--- src/design/dccm_pkg.sv ---
// Constants, field layout and types for the DS-0 control code monitor.
// Assumes a single 25 MHz clock and an AXI4-Lite register port.
package dccm_pkg;

   // Timing
   localparam int CLK_PERIOD_NS = 40;
   localparam int SYM_PERIOD_NS = 15625;
   localparam int SYM_CYCLES = SYM_PERIOD_NS / CLK_PERIOD_NS;
   localparam logic [8:0] SYM_LAST = 9'(SYM_CYCLES - 1);
   localparam logic [2:0] BIT_LAST = 3'h7;

   // Register byte offsets
   localparam logic [7:0] REG_CTRL = 8'h00;
   localparam logic [7:0] REG_STATUS = 8'h04;
   localparam logic [7:0] REG_INT_STAT = 8'h08;
   localparam logic [7:0] REG_INT_MASK = 8'h0C;

   // Control register fields, control and mask reset values
   localparam int CTRL_EN_BIT = 0;
   localparam int CTRL_RATE_LSB = 1;
   localparam int CTRL_OPT_BIT = 3;
   localparam int CTRL_SEND_BIT = 4;
   localparam int CTRL_SEL_LSB = 5;
   localparam logic [7:0] CTRL_RESET = 8'h00;
   localparam logic [3:0] INT_MASK_RESET = 4'h0;

   // Interrupt status bits
   localparam int INT_CU = 0;
   localparam int INT_CHAN = 1;
   localparam int INT_ZCTRL = 2;
   localparam int INT_IDLE = 3;

   // Office-side patterns, bits 2 to 8
   localparam logic [6:0] PAT_ZERO_DATA = 7'h01;
   localparam logic [6:0] PAT_ZERO_CTRL = 7'h00;
   localparam logic [6:0] PAT_CU_LOOP = 7'h2A;
   localparam logic [6:0] PAT_CHAN_LOOP = 7'h28;
   localparam logic [6:0] PAT_IDLE = 7'h7E;

   // Local loop codes, bits 2 to 8
   localparam logic [6:0] CODE_ZERO_SUPP = 7'h00;
   localparam logic [6:0] CODE_CU_LOOP = 7'h21;
   localparam logic [6:0] CODE_OPT_LOOP = 7'h2C;
   localparam logic [6:0] CODE_NOOPT_LOOP = 7'h23;
   localparam logic [6:0] CODE_DME = 7'h6A;
   localparam logic [6:0] CODE_NR = 7'h7A;
   localparam logic [6:0] CODE_IDLE = 7'h7E;

   // Framing, rate matching and flywheel count
   localparam logic [5:0] FRAME_PATTERN = 6'h2C;
   localparam logic [2:0] FRAME_LAST = 3'h5;
   localparam logic [4:0] STUFF_2K4 = 5'h13;
   localparam logic [4:0] STUFF_4K8 = 5'h09;
   localparam logic [4:0] STUFF_9K6 = 5'h04;
   localparam logic [4:0] STUFF_56K = 5'h00;
   localparam logic [2:0] FLY_COUNT = 3'h4;

   localparam logic [1:0] RESP_OKAY = 2'h0;
   localparam logic [1:0] RESP_SLVERR = 2'h2;

   typedef enum logic [1:0] {RATE_2K4, RATE_4K8, RATE_9K6, RATE_56K} dccm_rate_t;
   typedef enum logic [2:0] {SEL_ZERO_SUPP, SEL_LOOP, SEL_DME, SEL_NR, SEL_IDLE} dccm_sel_t;
   typedef enum logic {FLY_NORMAL, FLY_CU_LOOP} dccm_fly_t;

endpackage : dccm_pkg

--- src/design/dccm_top.sv ---
// DS-0 control code monitor, loop code generator and subrate formatter.
// Assumes office bytes and customer data arrive on aclk; AXI4-Lite slave.
//
// The AXI4-Lite register port and the register offsets were chosen for this implementation.
`timescale 1ns/100ps

// Behaviour
// All-zeros-data or idle pattern in bits 2-8 commands violation insertion.
// All-zeros control pattern commands violation suppression.
// Channel-unit loopback pattern inserts violation and raises its loopback request.
// Channel loopback pattern raises channel request and suppresses violation.
// Framing bit carries repeated 101100, one pattern bit per byte.
// Subrate byte: six data, framing, control; 56 kb/s: seven data.
// Each data byte followed by 19, 9 or 4 stuff bytes by rate.
// Flywheel in channel-unit loopback sends loop code 0100001.
// Option installed, not in loopback: send loop code 0101100.
// Option absent, not in loopback: send loop code 010X011.
// Loop codes for zero suppression, extension, not-ready and idle.
// Marks alternate polarity; a violation repeats the last mark polarity.
module dccm_top
   import dccm_pkg::*;
(
   // Clock and reset
   input wire logic aclk,
   input wire logic aresetn,
   // AXI4-Lite write
   input wire logic [7:0] awaddr,
   input wire logic awvalid,
   output logic awready,
   input wire logic [31:0] wdata,
   input wire logic [3:0] wstrb,
   input wire logic wvalid,
   output logic wready,
   output logic [1:0] bresp,
   output logic bvalid,
   input wire logic bready,
   // AXI4-Lite read
   input wire logic [7:0] araddr,
   input wire logic arvalid,
   output logic arready,
   output logic [31:0] rdata,
   output logic [1:0] rresp,
   output logic rvalid,
   input wire logic rready,
   // Office DS-0 byte stream
   input wire logic [7:0] office_byte,
   input wire logic office_byte_valid,
   // Monitor commands
   output logic viol_insert_q,
   output logic viol_inhibit_q,
   output logic cu_loopback_req_q,
   output logic channel_loopback_req_q,
   // Customer data
   input wire logic [6:0] tx_data,
   input wire logic tx_ctrl,
   output logic tx_data_take_q,
   // Loop line
   output logic line_pos,
   output logic line_neg,
   // Interrupt
   output logic irq
);

   logic [7:0] ctrl_q;
   logic [3:0] int_stat_q;
   logic [3:0] int_mask_q;
   logic [6:0] last_code_q;
   dccm_fly_t fly_q;
   logic [2:0] fly_cnt_q;
   logic aw_hold_q, w_hold_q, bvalid_q, rvalid_q;
   logic [7:0] aw_addr_q;
   logic [31:0] w_data_q;
   logic [3:0] w_strb_q;
   logic [1:0] bresp_q, rresp_q;
   logic [31:0] rdata_q;
   logic [8:0] sym_cnt_q;
   logic [2:0] bit_idx_q;
   logic [7:0] tx_shift_q;
   logic [4:0] stuff_q;
   logic [2:0] frame_idx_q;
   logic [6:0] data_hold_q;
   logic ctrl_hold_q;
   logic viol_slot_q;
   logic sym_en, byte_load, do_write, wr_ok;
   logic [6:0] pat;
   logic [3:0] events, w1c;
   dccm_rate_t rate;

   function automatic logic [4:0] stuff_count(input dccm_rate_t r);
      case (r)
         RATE_2K4: stuff_count = STUFF_2K4;
         RATE_4K8: stuff_count = STUFF_4K8;
         RATE_9K6: stuff_count = STUFF_9K6;
         default: stuff_count = STUFF_56K;
      endcase
   endfunction : stuff_count

   function automatic logic [6:0] loop_code(input dccm_sel_t s, input dccm_fly_t f,
                                            input logic opt);
      case (s)
         SEL_ZERO_SUPP: loop_code = CODE_ZERO_SUPP;
         SEL_LOOP: loop_code = (f == FLY_CU_LOOP) ? CODE_CU_LOOP :
                               opt ? CODE_OPT_LOOP : CODE_NOOPT_LOOP;
         SEL_DME: loop_code = CODE_DME;
         SEL_NR: loop_code = CODE_NR;
         SEL_IDLE: loop_code = CODE_IDLE;
         default: loop_code = CODE_IDLE;
      endcase
   endfunction : loop_code

   function automatic logic known_addr(input logic [7:0] a);
      known_addr = (a == REG_CTRL) || (a == REG_STATUS) ||
                   (a == REG_INT_STAT) || (a == REG_INT_MASK);
   endfunction : known_addr

   assign rate = dccm_rate_t'(ctrl_q[CTRL_RATE_LSB +: 2]);
   assign pat = office_byte[6:0];

   // AXI4-Lite slave
   assign awready = !aw_hold_q && !bvalid_q;
   assign wready = !w_hold_q && !bvalid_q;
   assign arready = !rvalid_q;
   assign bvalid = bvalid_q;
   assign bresp = bresp_q;
   assign rvalid = rvalid_q;
   assign rresp = rresp_q;
   assign rdata = rdata_q;
   assign do_write = aw_hold_q && w_hold_q && !bvalid_q;
   assign wr_ok = do_write && known_addr({aw_addr_q[7:2], 2'b00});

   always_ff @(posedge aclk) begin
      if (!aresetn) begin
         aw_hold_q <= 1'b0;
         w_hold_q <= 1'b0;
         bvalid_q <= 1'b0;
         bresp_q <= RESP_OKAY;
         aw_addr_q <= 8'h00;
         w_data_q <= 32'h0000_0000;
         w_strb_q <= 4'h0;
      end else begin
         if (awvalid && awready) begin
            aw_hold_q <= 1'b1;
            aw_addr_q <= awaddr;
         end
         if (wvalid && wready) begin
            w_hold_q <= 1'b1;
            w_data_q <= wdata;
            w_strb_q <= wstrb;
         end
         if (do_write) begin
            aw_hold_q <= 1'b0;
            w_hold_q <= 1'b0;
            bvalid_q <= 1'b1;
            bresp_q <= wr_ok ? RESP_OKAY : RESP_SLVERR;
         end else if (bvalid_q && bready) begin
            bvalid_q <= 1'b0;
         end
      end
   end

   always_ff @(posedge aclk) begin
      if (!aresetn) begin
         rvalid_q <= 1'b0;
         rdata_q <= 32'h0000_0000;
         rresp_q <= RESP_OKAY;
      end else if (arvalid && arready) begin
         rvalid_q <= 1'b1;
         rresp_q <= known_addr({araddr[7:2], 2'b00}) ? RESP_OKAY : RESP_SLVERR;
         case ({araddr[7:2], 2'b00})
            REG_CTRL: rdata_q <= {24'h000000, ctrl_q};
            REG_STATUS: rdata_q <= {20'h00000, last_code_q, fly_q == FLY_CU_LOOP,
                                    channel_loopback_req_q, cu_loopback_req_q,
                                    viol_inhibit_q, viol_insert_q};
            REG_INT_STAT: rdata_q <= {28'h0000000, int_stat_q};
            REG_INT_MASK: rdata_q <= {28'h0000000, int_mask_q};
            default: rdata_q <= 32'h0000_0000;
         endcase
      end else if (rvalid_q && rready) begin
         rvalid_q <= 1'b0;
      end
   end

   // Control and mask registers
   always_ff @(posedge aclk) begin
      if (!aresetn) begin
         ctrl_q <= CTRL_RESET;
         int_mask_q <= INT_MASK_RESET;
      end else if (wr_ok && w_strb_q[0]) begin
         if ({aw_addr_q[7:2], 2'b00} == REG_CTRL) begin
            ctrl_q <= w_data_q[7:0];
         end
         if ({aw_addr_q[7:2], 2'b00} == REG_INT_MASK) begin
            int_mask_q <= w_data_q[3:0];
         end
      end
   end

   // Sticky interrupt status, set wins over clear
   assign w1c = (wr_ok && w_strb_q[0] && {aw_addr_q[7:2], 2'b00} == REG_INT_STAT) ?
                w_data_q[3:0] : 4'h0;
   assign events[INT_CU] = office_byte_valid && pat == PAT_CU_LOOP && !cu_loopback_req_q;
   assign events[INT_CHAN] = office_byte_valid && pat == PAT_CHAN_LOOP &&
                             !channel_loopback_req_q;
   assign events[INT_ZCTRL] = office_byte_valid && pat == PAT_ZERO_CTRL;
   assign events[INT_IDLE] = office_byte_valid && pat == PAT_IDLE;
   assign irq = |(int_stat_q & int_mask_q);

   always_ff @(posedge aclk) begin
      if (!aresetn) begin
         int_stat_q <= 4'h0;
      end else begin
         int_stat_q <= (int_stat_q & ~w1c) | events;
      end
   end

   // Pattern monitor on each office byte
   always_ff @(posedge aclk) begin
      if (!aresetn) begin
         viol_insert_q <= 1'b0;
         viol_inhibit_q <= 1'b0;
         cu_loopback_req_q <= 1'b0;
         channel_loopback_req_q <= 1'b0;
         last_code_q <= 7'h00;
      end else if (office_byte_valid) begin
         last_code_q <= pat;
         viol_insert_q <= pat == PAT_ZERO_DATA || pat == PAT_IDLE ||
                          pat == PAT_CU_LOOP;
         viol_inhibit_q <= pat == PAT_ZERO_CTRL || pat == PAT_CHAN_LOOP;
         cu_loopback_req_q <= pat == PAT_CU_LOOP;
         channel_loopback_req_q <= pat == PAT_CHAN_LOOP;
      end
   end

   // Loopback flywheel: enter and leave after repeated agreement
   always_ff @(posedge aclk) begin
      if (!aresetn) begin
         fly_q <= FLY_NORMAL;
         fly_cnt_q <= 3'h0;
      end else if (office_byte_valid) begin
         case (fly_q)
            FLY_NORMAL: begin
               if (pat != PAT_CU_LOOP) begin
                  fly_cnt_q <= 3'h0;
               end else if (fly_cnt_q + 3'h1 == FLY_COUNT) begin
                  fly_q <= FLY_CU_LOOP;
                  fly_cnt_q <= 3'h0;
               end else begin
                  fly_cnt_q <= fly_cnt_q + 3'h1;
               end
            end
            FLY_CU_LOOP: begin
               if (pat == PAT_CU_LOOP) begin
                  fly_cnt_q <= 3'h0;
               end else if (fly_cnt_q + 3'h1 == FLY_COUNT) begin
                  fly_q <= FLY_NORMAL;
                  fly_cnt_q <= 3'h0;
               end else begin
                  fly_cnt_q <= fly_cnt_q + 3'h1;
               end
            end
            default: begin
               fly_q <= FLY_NORMAL;
               fly_cnt_q <= 3'h0;
            end
         endcase
      end
   end

   // Line bit divider
   assign sym_en = sym_cnt_q == SYM_LAST;
   assign byte_load = sym_en && bit_idx_q == BIT_LAST;

   always_ff @(posedge aclk) begin
      if (!aresetn) begin
         sym_cnt_q <= 9'h000;
         bit_idx_q <= 3'h0;
      end else begin
         sym_cnt_q <= sym_en ? 9'h000 : sym_cnt_q + 9'h001;
         if (sym_en) begin
            bit_idx_q <= bit_idx_q + 3'h1;
         end
      end
   end

   // Byte formatter: data bytes, stuff repeats, framing
   always_ff @(posedge aclk) begin
      if (!aresetn) begin
         tx_shift_q <= 8'h00;
         stuff_q <= 5'h00;
         frame_idx_q <= 3'h0;
         data_hold_q <= 7'h00;
         ctrl_hold_q <= 1'b0;
         tx_data_take_q <= 1'b0;
         viol_slot_q <= 1'b0;
      end else begin
         tx_data_take_q <= 1'b0;
         if (byte_load) begin
            logic [6:0] d;
            logic c;
            logic f;
            d = (stuff_q == 5'h00) ? tx_data : data_hold_q;
            c = (stuff_q == 5'h00) ? tx_ctrl : ctrl_hold_q;
            f = FRAME_PATTERN[3'(FRAME_LAST - frame_idx_q)];
            if (stuff_q == 5'h00) begin
               data_hold_q <= tx_data;
               ctrl_hold_q <= tx_ctrl;
               tx_data_take_q <= 1'b1;
               stuff_q <= stuff_count(rate);
            end else begin
               stuff_q <= stuff_q - 5'h01;
            end
            frame_idx_q <= (frame_idx_q == FRAME_LAST) ? 3'h0 : frame_idx_q + 3'h1;
            viol_slot_q <= viol_insert_q && !viol_inhibit_q;
            if (ctrl_q[CTRL_SEND_BIT]) begin
               tx_shift_q <= {1'b0, loop_code(dccm_sel_t'(ctrl_q[CTRL_SEL_LSB +: 3]), fly_q,
                                              ctrl_q[CTRL_OPT_BIT])};
            end else if (rate == RATE_56K) begin
               tx_shift_q <= {d, c};
            end else begin
               tx_shift_q <= {d[5:0], f, c};
            end
         end else if (sym_en) begin
            tx_shift_q <= {tx_shift_q[6:0], 1'b0};
         end
      end
   end

   dccm_bipolar_enc u_enc (
      .aclk(aclk),
      .aresetn(aresetn),
      .sym_en(sym_en),
      .sym_mark(ctrl_q[CTRL_EN_BIT] && tx_shift_q[7]),
      .sym_viol(ctrl_q[CTRL_EN_BIT] && viol_slot_q && bit_idx_q == BIT_LAST),
      .line_pos_q(line_pos),
      .line_neg_q(line_neg)
   );

   // Checks
   logic [4:0] bytes_since_q;
   always_ff @(posedge aclk) begin
      if (!aresetn || tx_data_take_q) begin
         bytes_since_q <= 5'h00;
      end else if (byte_load) begin
         bytes_since_q <= bytes_since_q + 5'h01;
      end
   end

   // Reference framing ring and rate of the last data byte
   logic [5:0] frame_ring_q;
   dccm_rate_t data_rate_q;
   always_ff @(posedge aclk) begin
      if (!aresetn) begin
         frame_ring_q <= FRAME_PATTERN;
         data_rate_q <= RATE_2K4;
      end else if (byte_load) begin
         frame_ring_q <= {frame_ring_q[4:0], frame_ring_q[5]};
         if (stuff_q == 5'h00) begin
            data_rate_q <= rate;
         end
      end
   end

   property p_zero_idle;
      @(posedge aclk) disable iff (!aresetn)
      office_byte_valid && (pat == PAT_ZERO_DATA || pat == PAT_IDLE)
         |=> viol_insert_q && !viol_inhibit_q;
   endproperty
   a_zero_idle: assert property (p_zero_idle) else $error("no insert for data/idle");

   property p_zero_ctrl;
      @(posedge aclk) disable iff (!aresetn)
      office_byte_valid && pat == PAT_ZERO_CTRL |=> viol_inhibit_q && !viol_insert_q;
   endproperty
   a_zero_ctrl: assert property (p_zero_ctrl) else $error("no inhibit for control");

   property p_cu_loop;
      @(posedge aclk) disable iff (!aresetn)
      office_byte_valid && pat == PAT_CU_LOOP |=> viol_insert_q && cu_loopback_req_q;
   endproperty
   a_cu_loop: assert property (p_cu_loop) else $error("unit loopback missed");

   property p_chan_loop;
      @(posedge aclk) disable iff (!aresetn)
      office_byte_valid && pat == PAT_CHAN_LOOP
         |=> channel_loopback_req_q && viol_inhibit_q && !viol_insert_q;
   endproperty
   a_chan_loop: assert property (p_chan_loop) else $error("channel loopback missed");

   property p_frame;
      @(posedge aclk) disable iff (!aresetn)
      byte_load && !ctrl_q[CTRL_SEND_BIT] && rate != RATE_56K
         |=> tx_shift_q[1] == $past(frame_ring_q[5]);
   endproperty
   a_frame: assert property (p_frame) else $error("framing bit wrong");

   property p_subrate_data;
      @(posedge aclk) disable iff (!aresetn)
      byte_load && stuff_q == 5'h00 && !ctrl_q[CTRL_SEND_BIT] && rate != RATE_56K
         |=> tx_shift_q[7:2] == $past(tx_data[5:0]) && tx_shift_q[0] == $past(tx_ctrl);
   endproperty
   a_subrate_data: assert property (p_subrate_data) else $error("subrate byte wrong");

   property p_stuff;
      @(posedge aclk) disable iff (!aresetn)
      byte_load && stuff_q == 5'h00 && bytes_since_q != 5'h00
         |-> bytes_since_q == stuff_count(data_rate_q);
   endproperty
   a_stuff: assert property (p_stuff) else $error("stuff count wrong");

   property p_code_cu;
      @(posedge aclk) disable iff (!aresetn)
      byte_load && ctrl_q[CTRL_SEND_BIT] && ctrl_q[CTRL_SEL_LSB +: 3] == SEL_LOOP &&
         fly_q == FLY_CU_LOOP |=> tx_shift_q[6:0] == CODE_CU_LOOP;
   endproperty
   a_code_cu: assert property (p_code_cu) else $error("unit loop code wrong");

   property p_code_opt;
      @(posedge aclk) disable iff (!aresetn)
      byte_load && ctrl_q[CTRL_SEND_BIT] && ctrl_q[CTRL_SEL_LSB +: 3] == SEL_LOOP &&
         fly_q == FLY_NORMAL |=> tx_shift_q[6:0] ==
         ($past(ctrl_q[CTRL_OPT_BIT]) ? CODE_OPT_LOOP : CODE_NOOPT_LOOP);
   endproperty
   a_code_opt: assert property (p_code_opt) else $error("option loop code wrong");

   property p_code_idle;
      @(posedge aclk) disable iff (!aresetn)
      byte_load && ctrl_q[CTRL_SEND_BIT] && ctrl_q[CTRL_SEL_LSB +: 3] == SEL_IDLE
         |=> tx_shift_q[6:0] == CODE_IDLE;
   endproperty
   a_code_idle: assert property (p_code_idle) else $error("idle code wrong");

   c_cu: cover property (@(posedge aclk) disable iff (!aresetn) fly_q == FLY_CU_LOOP);
   c_chan: cover property (@(posedge aclk) disable iff (!aresetn) channel_loopback_req_q);
   c_take: cover property (@(posedge aclk) disable iff (!aresetn) tx_data_take_q && irq);

endmodule : dccm_top

--- src/design/dccm_bipolar_enc.sv ---
// Bipolar line encoder: one symbol per enable, with forced violations.
// Assumes sym_en pulses once per line bit from the parent's divider.
`timescale 1ns/100ps
module dccm_bipolar_enc
   import dccm_pkg::*;
(
   // Clock and reset
   input wire logic aclk,
   input wire logic aresetn,
   // Symbol in
   input wire logic sym_en,
   input wire logic sym_mark,
   input wire logic sym_viol,
   // Line out
   output logic line_pos_q,
   output logic line_neg_q
);

   logic last_pos_q;

   always_ff @(posedge aclk) begin
      if (!aresetn) begin
         line_pos_q <= 1'b0;
         line_neg_q <= 1'b0;
         last_pos_q <= 1'b0;
      end else if (sym_en) begin
         if (sym_viol) begin
            // Same polarity as the last mark
            line_pos_q <= last_pos_q;
            line_neg_q <= !last_pos_q;
         end else if (sym_mark) begin
            // Alternate mark polarity
            line_pos_q <= !last_pos_q;
            line_neg_q <= last_pos_q;
            last_pos_q <= !last_pos_q;
         end else begin
            line_pos_q <= 1'b0;
            line_neg_q <= 1'b0;
         end
      end
   end

   property p_alt_mark;
      @(posedge aclk) disable iff (!aresetn)
      sym_en && sym_mark && !sym_viol |=> line_pos_q == !$past(last_pos_q) && line_neg_q != line_pos_q;
   endproperty
   a_alt_mark: assert property (p_alt_mark) else $error("mark did not alternate");

   property p_viol_same;
      @(posedge aclk) disable iff (!aresetn)
      sym_en && sym_viol |=> line_pos_q == $past(last_pos_q) && line_neg_q == !$past(last_pos_q);
   endproperty
   a_viol_same: assert property (p_viol_same) else $error("violation polarity wrong");

   c_viol: cover property (@(posedge aclk) disable iff (!aresetn) sym_en && sym_viol);

endmodule : dccm_bipolar_enc

--- config.mk ---
export PLATFORM = sky130hd
export DESIGN_NAME = dccm_top
export DESIGN_NICKNAME = d
export VERILOG_FILES = /design/src/design/dccm_pkg.sv /design/src/design/dccm_top.sv /design/src/design/dccm_bipolar_enc.sv
export SDC_FILE = /design/constraint.sdc
export NUM_CORES = 1
export LEC_CHECK = 0
export ABC_AREA = 1
export BUFFER_PORTS_ARGS = -buffer_cell sky130_fd_sc_hd__clkbuf_2
export CORE_MARGIN = 1
export CORE_UTILIZATION = 45
export DETAILED_ROUTE_END_ITERATION = 6
export GPL_TIMING_DRIVEN = 0
export PLACE_DENSITY = 0.8
export SETUP_SLACK_MARGIN = 0.05
export SLEW_MARGIN = 10
export SYNTH_ARGS = -nofsm -noshare
export SYNTH_HDL_FRONTEND = slang
export SYNTH_SLANG_ARGS = --single-unit
--- constraint.sdc ---
create_clock -name aclk -period 1.4 [get_ports aclk]
set_input_delay 0 -clock aclk [delete_from_list [all_inputs] [get_ports aclk]]
set_output_delay 0 -clock aclk [all_outputs]
set_load 0.02 [all_outputs]
==> run_results.csv <==
group,metric,value,unit
outcome,outcome,"finished with violations",
outcome,violations,"negative setup slack",
global_route,grt_start_max_net_pins,19,
global_route,grt_pass1_wl,21670,microns
placement,place_hpwl,8962,microns
worst_setup_path,path_common_cell,"o211ai_1",
logic_synthesis,avgSynthCellArea,7.140,sq um
drt,wl_per_cell,13.40,microns
timing,max_freq,688.1,MHz
timing,period_needed,1.453,ns
floorplan,die_x,108.3,microns
cells_and_area,fill_cells,913,
clocking,clockBufferDepth,2,
cells_and_area,syn_to_final_growth,38.40,%
job,maxCapViolCount,0,
worst_setup_path,required,1.64,ns
timing,setup_ws,-0.05327,ns
clocking,clock-sinks,105,
cells_and_area,final_nets,963,
logic_synthesis,muxShareOfSynthArea,0,
global_route,overflow,0,
drt,antenna_left,0,
drt,drtIter0Drc,283,
timing,min_period_over_period,1.038,
drt,viasPerCell,5.049,
floorplan,core_area,10940,sq um
logic_synthesis,syn-cell-area,5084,sq um
clocking,cts_max_level,3,
placement,gp_congestion,0.8295,
drt,routed_wl,13700,microns
logic_synthesis,synth_cells,712,
worst_setup_path,critical_path_class,"flip-flop to flip-flop",
logic_synthesis,synth_top_family_by_area,"simple AND/OR/NAND/NOR gates",
pwr,power.leakage,3.127,nW
pwr,powerDensity,907.2,nW/um^2
worst_setup_path,cp_slowest_stage_delay,0.33,ns
floorplan,rows,38,
worst_hold_path,hp-class,"input pin to flip-flop",
cells_and_area,drive_above_1_share,0.3114,
logic_synthesis,synth_seq_cells,105,
logic_synthesis,yosysWarnings,0,
worst_setup_path,crit_chain,"inv_2, ha_4, nand2_4, nor2_4, nand3_4, inv_6, buf_6, o211ai_1, o211ai_1, inv_1",
worst_setup_path,cpMaxStageDelayCell,"dfxtp_2",
global_route,grt_util_all_layers,0.2344,
floorplan,die_area,11730,sq um
drt,drcViolationCount,0,
cells_and_area,ff_latch_area,2123,sq um
logic_synthesis,ys_types,37,
cells_and_area,insertedDiodeCount,0,
worst_setup_path,crit_path_start_kind,"flip-flop",
pwr,peakVddDrop,0.0005829,V
worst_setup_path,cp_num_buf_inv,4,
cells_and_area,layout_common_cells,"107 x nor2_1, 94 x nand2_1, 92 x dfxtp_1",
clocking,clock_latency,0.35,ns
timing,hold_viol,0,
clocking,cts_buffers,9,
logic_synthesis,ys_seq_area_frac,0.4135,
worst_setup_path,crit_fanout,8,
cells_and_area,final_common_cell,"nor2_1",
floorplan,io_pins,125,
logic_synthesis,synth_simple_gate_area_frac,0.2821,
clocking,path_clk_slew,0.08,ns
logic_synthesis,synth_fa_ha_area_frac,0.02215,
timing,tightest_slew,0.6465,ns
worst_setup_path,end_kind,"flip-flop",
clocking,root_buffer,"clkbuf_16",
clocking,cts_tree,"built",
timing,hold_slack,0.0002532,ns
drt,vias,5165,
timing,fin_skew,0.01242,ns
floorplan,fp.dieH,108.3,microns
pwr,total_power,0.006383,W
placement,io_buffer_count,69,
global_route,antenna_found_initial,0,
timing,maxSlewHeadroom,0.5690,
timing,finalSetupViolCount,12,
timing,rsz0062_at_grt,"yes",
floorplan,initial_utilization,0.4649,
logic_synthesis,synth_compound_area_frac,0.1558,
worst_setup_path,critPathTopFamily,"buffers and inverters",
timing,slew_viol_final,0,
logic_synthesis,synth_xor_area_frac,0.008614,
placement,dp_slack,-0.1168,ns
global_route,grt_pass1_vias,4762,
drt,drt_pre_antenna_iters,7,
cells_and_area,multiInputGateArea,2844,sq um
worst_setup_path,worstPathArrival,1.69,ns
worst reg2reg max path: cells and delay by family, from the launching register on:
kind | cells | cell delay, ns
buffers and inverters | 4 | 0.37
DFF | 1 | 0.33
and+or+nand+nor | 3 | 0.32
AOI/OAI and AO/OA | 2 | 0.18
adders and majority gates | 1 | 0.13
state kept, by name (all words and copies together) (netlist names), 5 cells and up, named ones only:
| name | flops |
|---|---|
| aw_addr_q | 6 |
| ctrl_q | 8 |
| data_hold_q | 7 |
| last_code_q | 7 |
| rdata | 12 |
| stuff_q | 5 |
| sym_cnt_q | 9 |
| tx_shift_q | 8 |
| w_data_q | 8 |
report_power, final:
group          switching [W]  internal (W)
sequential         0.0000783       0.00308
clock                0.00117       0.00128
combinational       0.000451      0.000323
logic make-up (layout without fill, tap and decap cells):
logic type	after synthesis	in the layout
buffers and inverters	124	274
other	1	22
and+or+nand+nor	319	319
DFF	105	105
AOI/OAI and AO/OA	149	149
xor gates and xnor gates	5	5
adders and majority gates	9	9
layout make-up:
cell class | instances | area share
Tap cell | 140 | 0.02490
Inverter | 80 | 0.04517
Timing Repair Buffer | 136 | 0.1408
Multi-Input combinational cell | 504 | 0.4042
Clock buffer | 11 | 0.03450
Sequential cell | 105 | 0.3018
Clock inverter | 5 | 0.006224
Buffer | 42 | 0.04233
path summary, 6_finish.rpt:
kind	slack (ns)	endpoint	cells past startpoint	startpoint
setup / recovery	-0.05	stuff_q[0]	10	sym_cnt_q[1]
hold / removal	0.0003	aw_addr_q[2]	3	awvalid
setup reg to reg	-0.05	stuff_q[0]	10	sym_cnt_q[1]
hold reg to reg	0.45	tx_shift_q[4]	2	tx_shift_q[4]
metal layers:
layer / up-vias / wire length [microns] / track usage
met1: 2377 / 5860 / 0.2850
li1: 2620 / - / -
met5: - / 0 / 0
met2: 147 / 6965 / 0.4208
met3: 21 / 663 / 0.03617
met4: 0 / 214 / 0.07625
through the flow:
step                  util  TNS, ns  cells  cell area [sq um]
global placement    0.5225   -1.358    942               5714
detailed placement  0.5225   -2.229    942               5714
CTS                 0.6112  -0.1107   1011               6684
finish              0.6434  -0.2441   1023               7036
global route        0.6434   -2.048   1023               7036
floorplan                -        0    733               5194
synthesized netlist by cell type:
| cell | count | share of area |
|---|---|---|
| a211oi_1 | 1 | 0.0015 |
| nand4_1 | 13 | 0.016 |
| o21a_1 | 1 | 0.0015 |
| nor2_4 | 5 | 0.011 |
| clkinv_2 | 1 | 0.00098 |
| nor2_2 | 3 | 0.0037 |
| or2_2 | 2 | 0.0025 |
| a21oi_1 | 52 | 0.051 |
| a22o_1 | 2 | 0.0034 |
| nor3_1 | 8 | 0.0079 |
| inv_4 | 1 | 0.0012 |
| buf_6 | 5 | 0.011 |
| nand3_1 | 48 | 0.047 |
| o31ai_1 | 2 | 0.0030 |
| clkbuf_1 | 12 | 0.0089 |
| nand3b_1 | 1 | 0.0015 |
| clkinv_1 | 2 | 0.0015 |
| inv_1 | 71 | 0.052 |
| inv_2 | 5 | 0.0037 |
| o22ai_1 | 5 | 0.0062 |
| o21ai_0 | 71 | 0.070 |
| a31oi_1 | 8 | 0.0098 |
| o211ai_1 | 5 | 0.0074 |
| o21ai_1 | 2 | 0.0020 |
| nand2_1 | 108 | 0.080 |
| buf_2 | 5 | 0.0049 |
| nor4_1 | 1 | 0.0012 |
| conb_1 | 1 | 0.00074 |
| buf_4 | 22 | 0.032 |
| nand2_2 | 6 | 0.0074 |
| nand3_2 | 2 | 0.0039 |
| nand3_4 | 2 | 0.0069 |
| nor2_1 | 117 | 0.086 |
| dfxtp_1 | 105 | 0.41 |
| nand2_4 | 3 | 0.0066 |
| xor2_1 | 5 | 0.0086 |
| ha_1 | 9 | 0.022 |
what timing repair did:
action | in CTS | in global routing
hold buffers | 27 | 0
endpoints found under the hold margin | 25 | 0
resized for setup | 70 | 77
pin swaps | 30 | 31
buffers inserted | 24 | 15
setup endpoints to repair | 51 | 84
cloned | 3 | 1
Power figures use the tool's default switching activity.
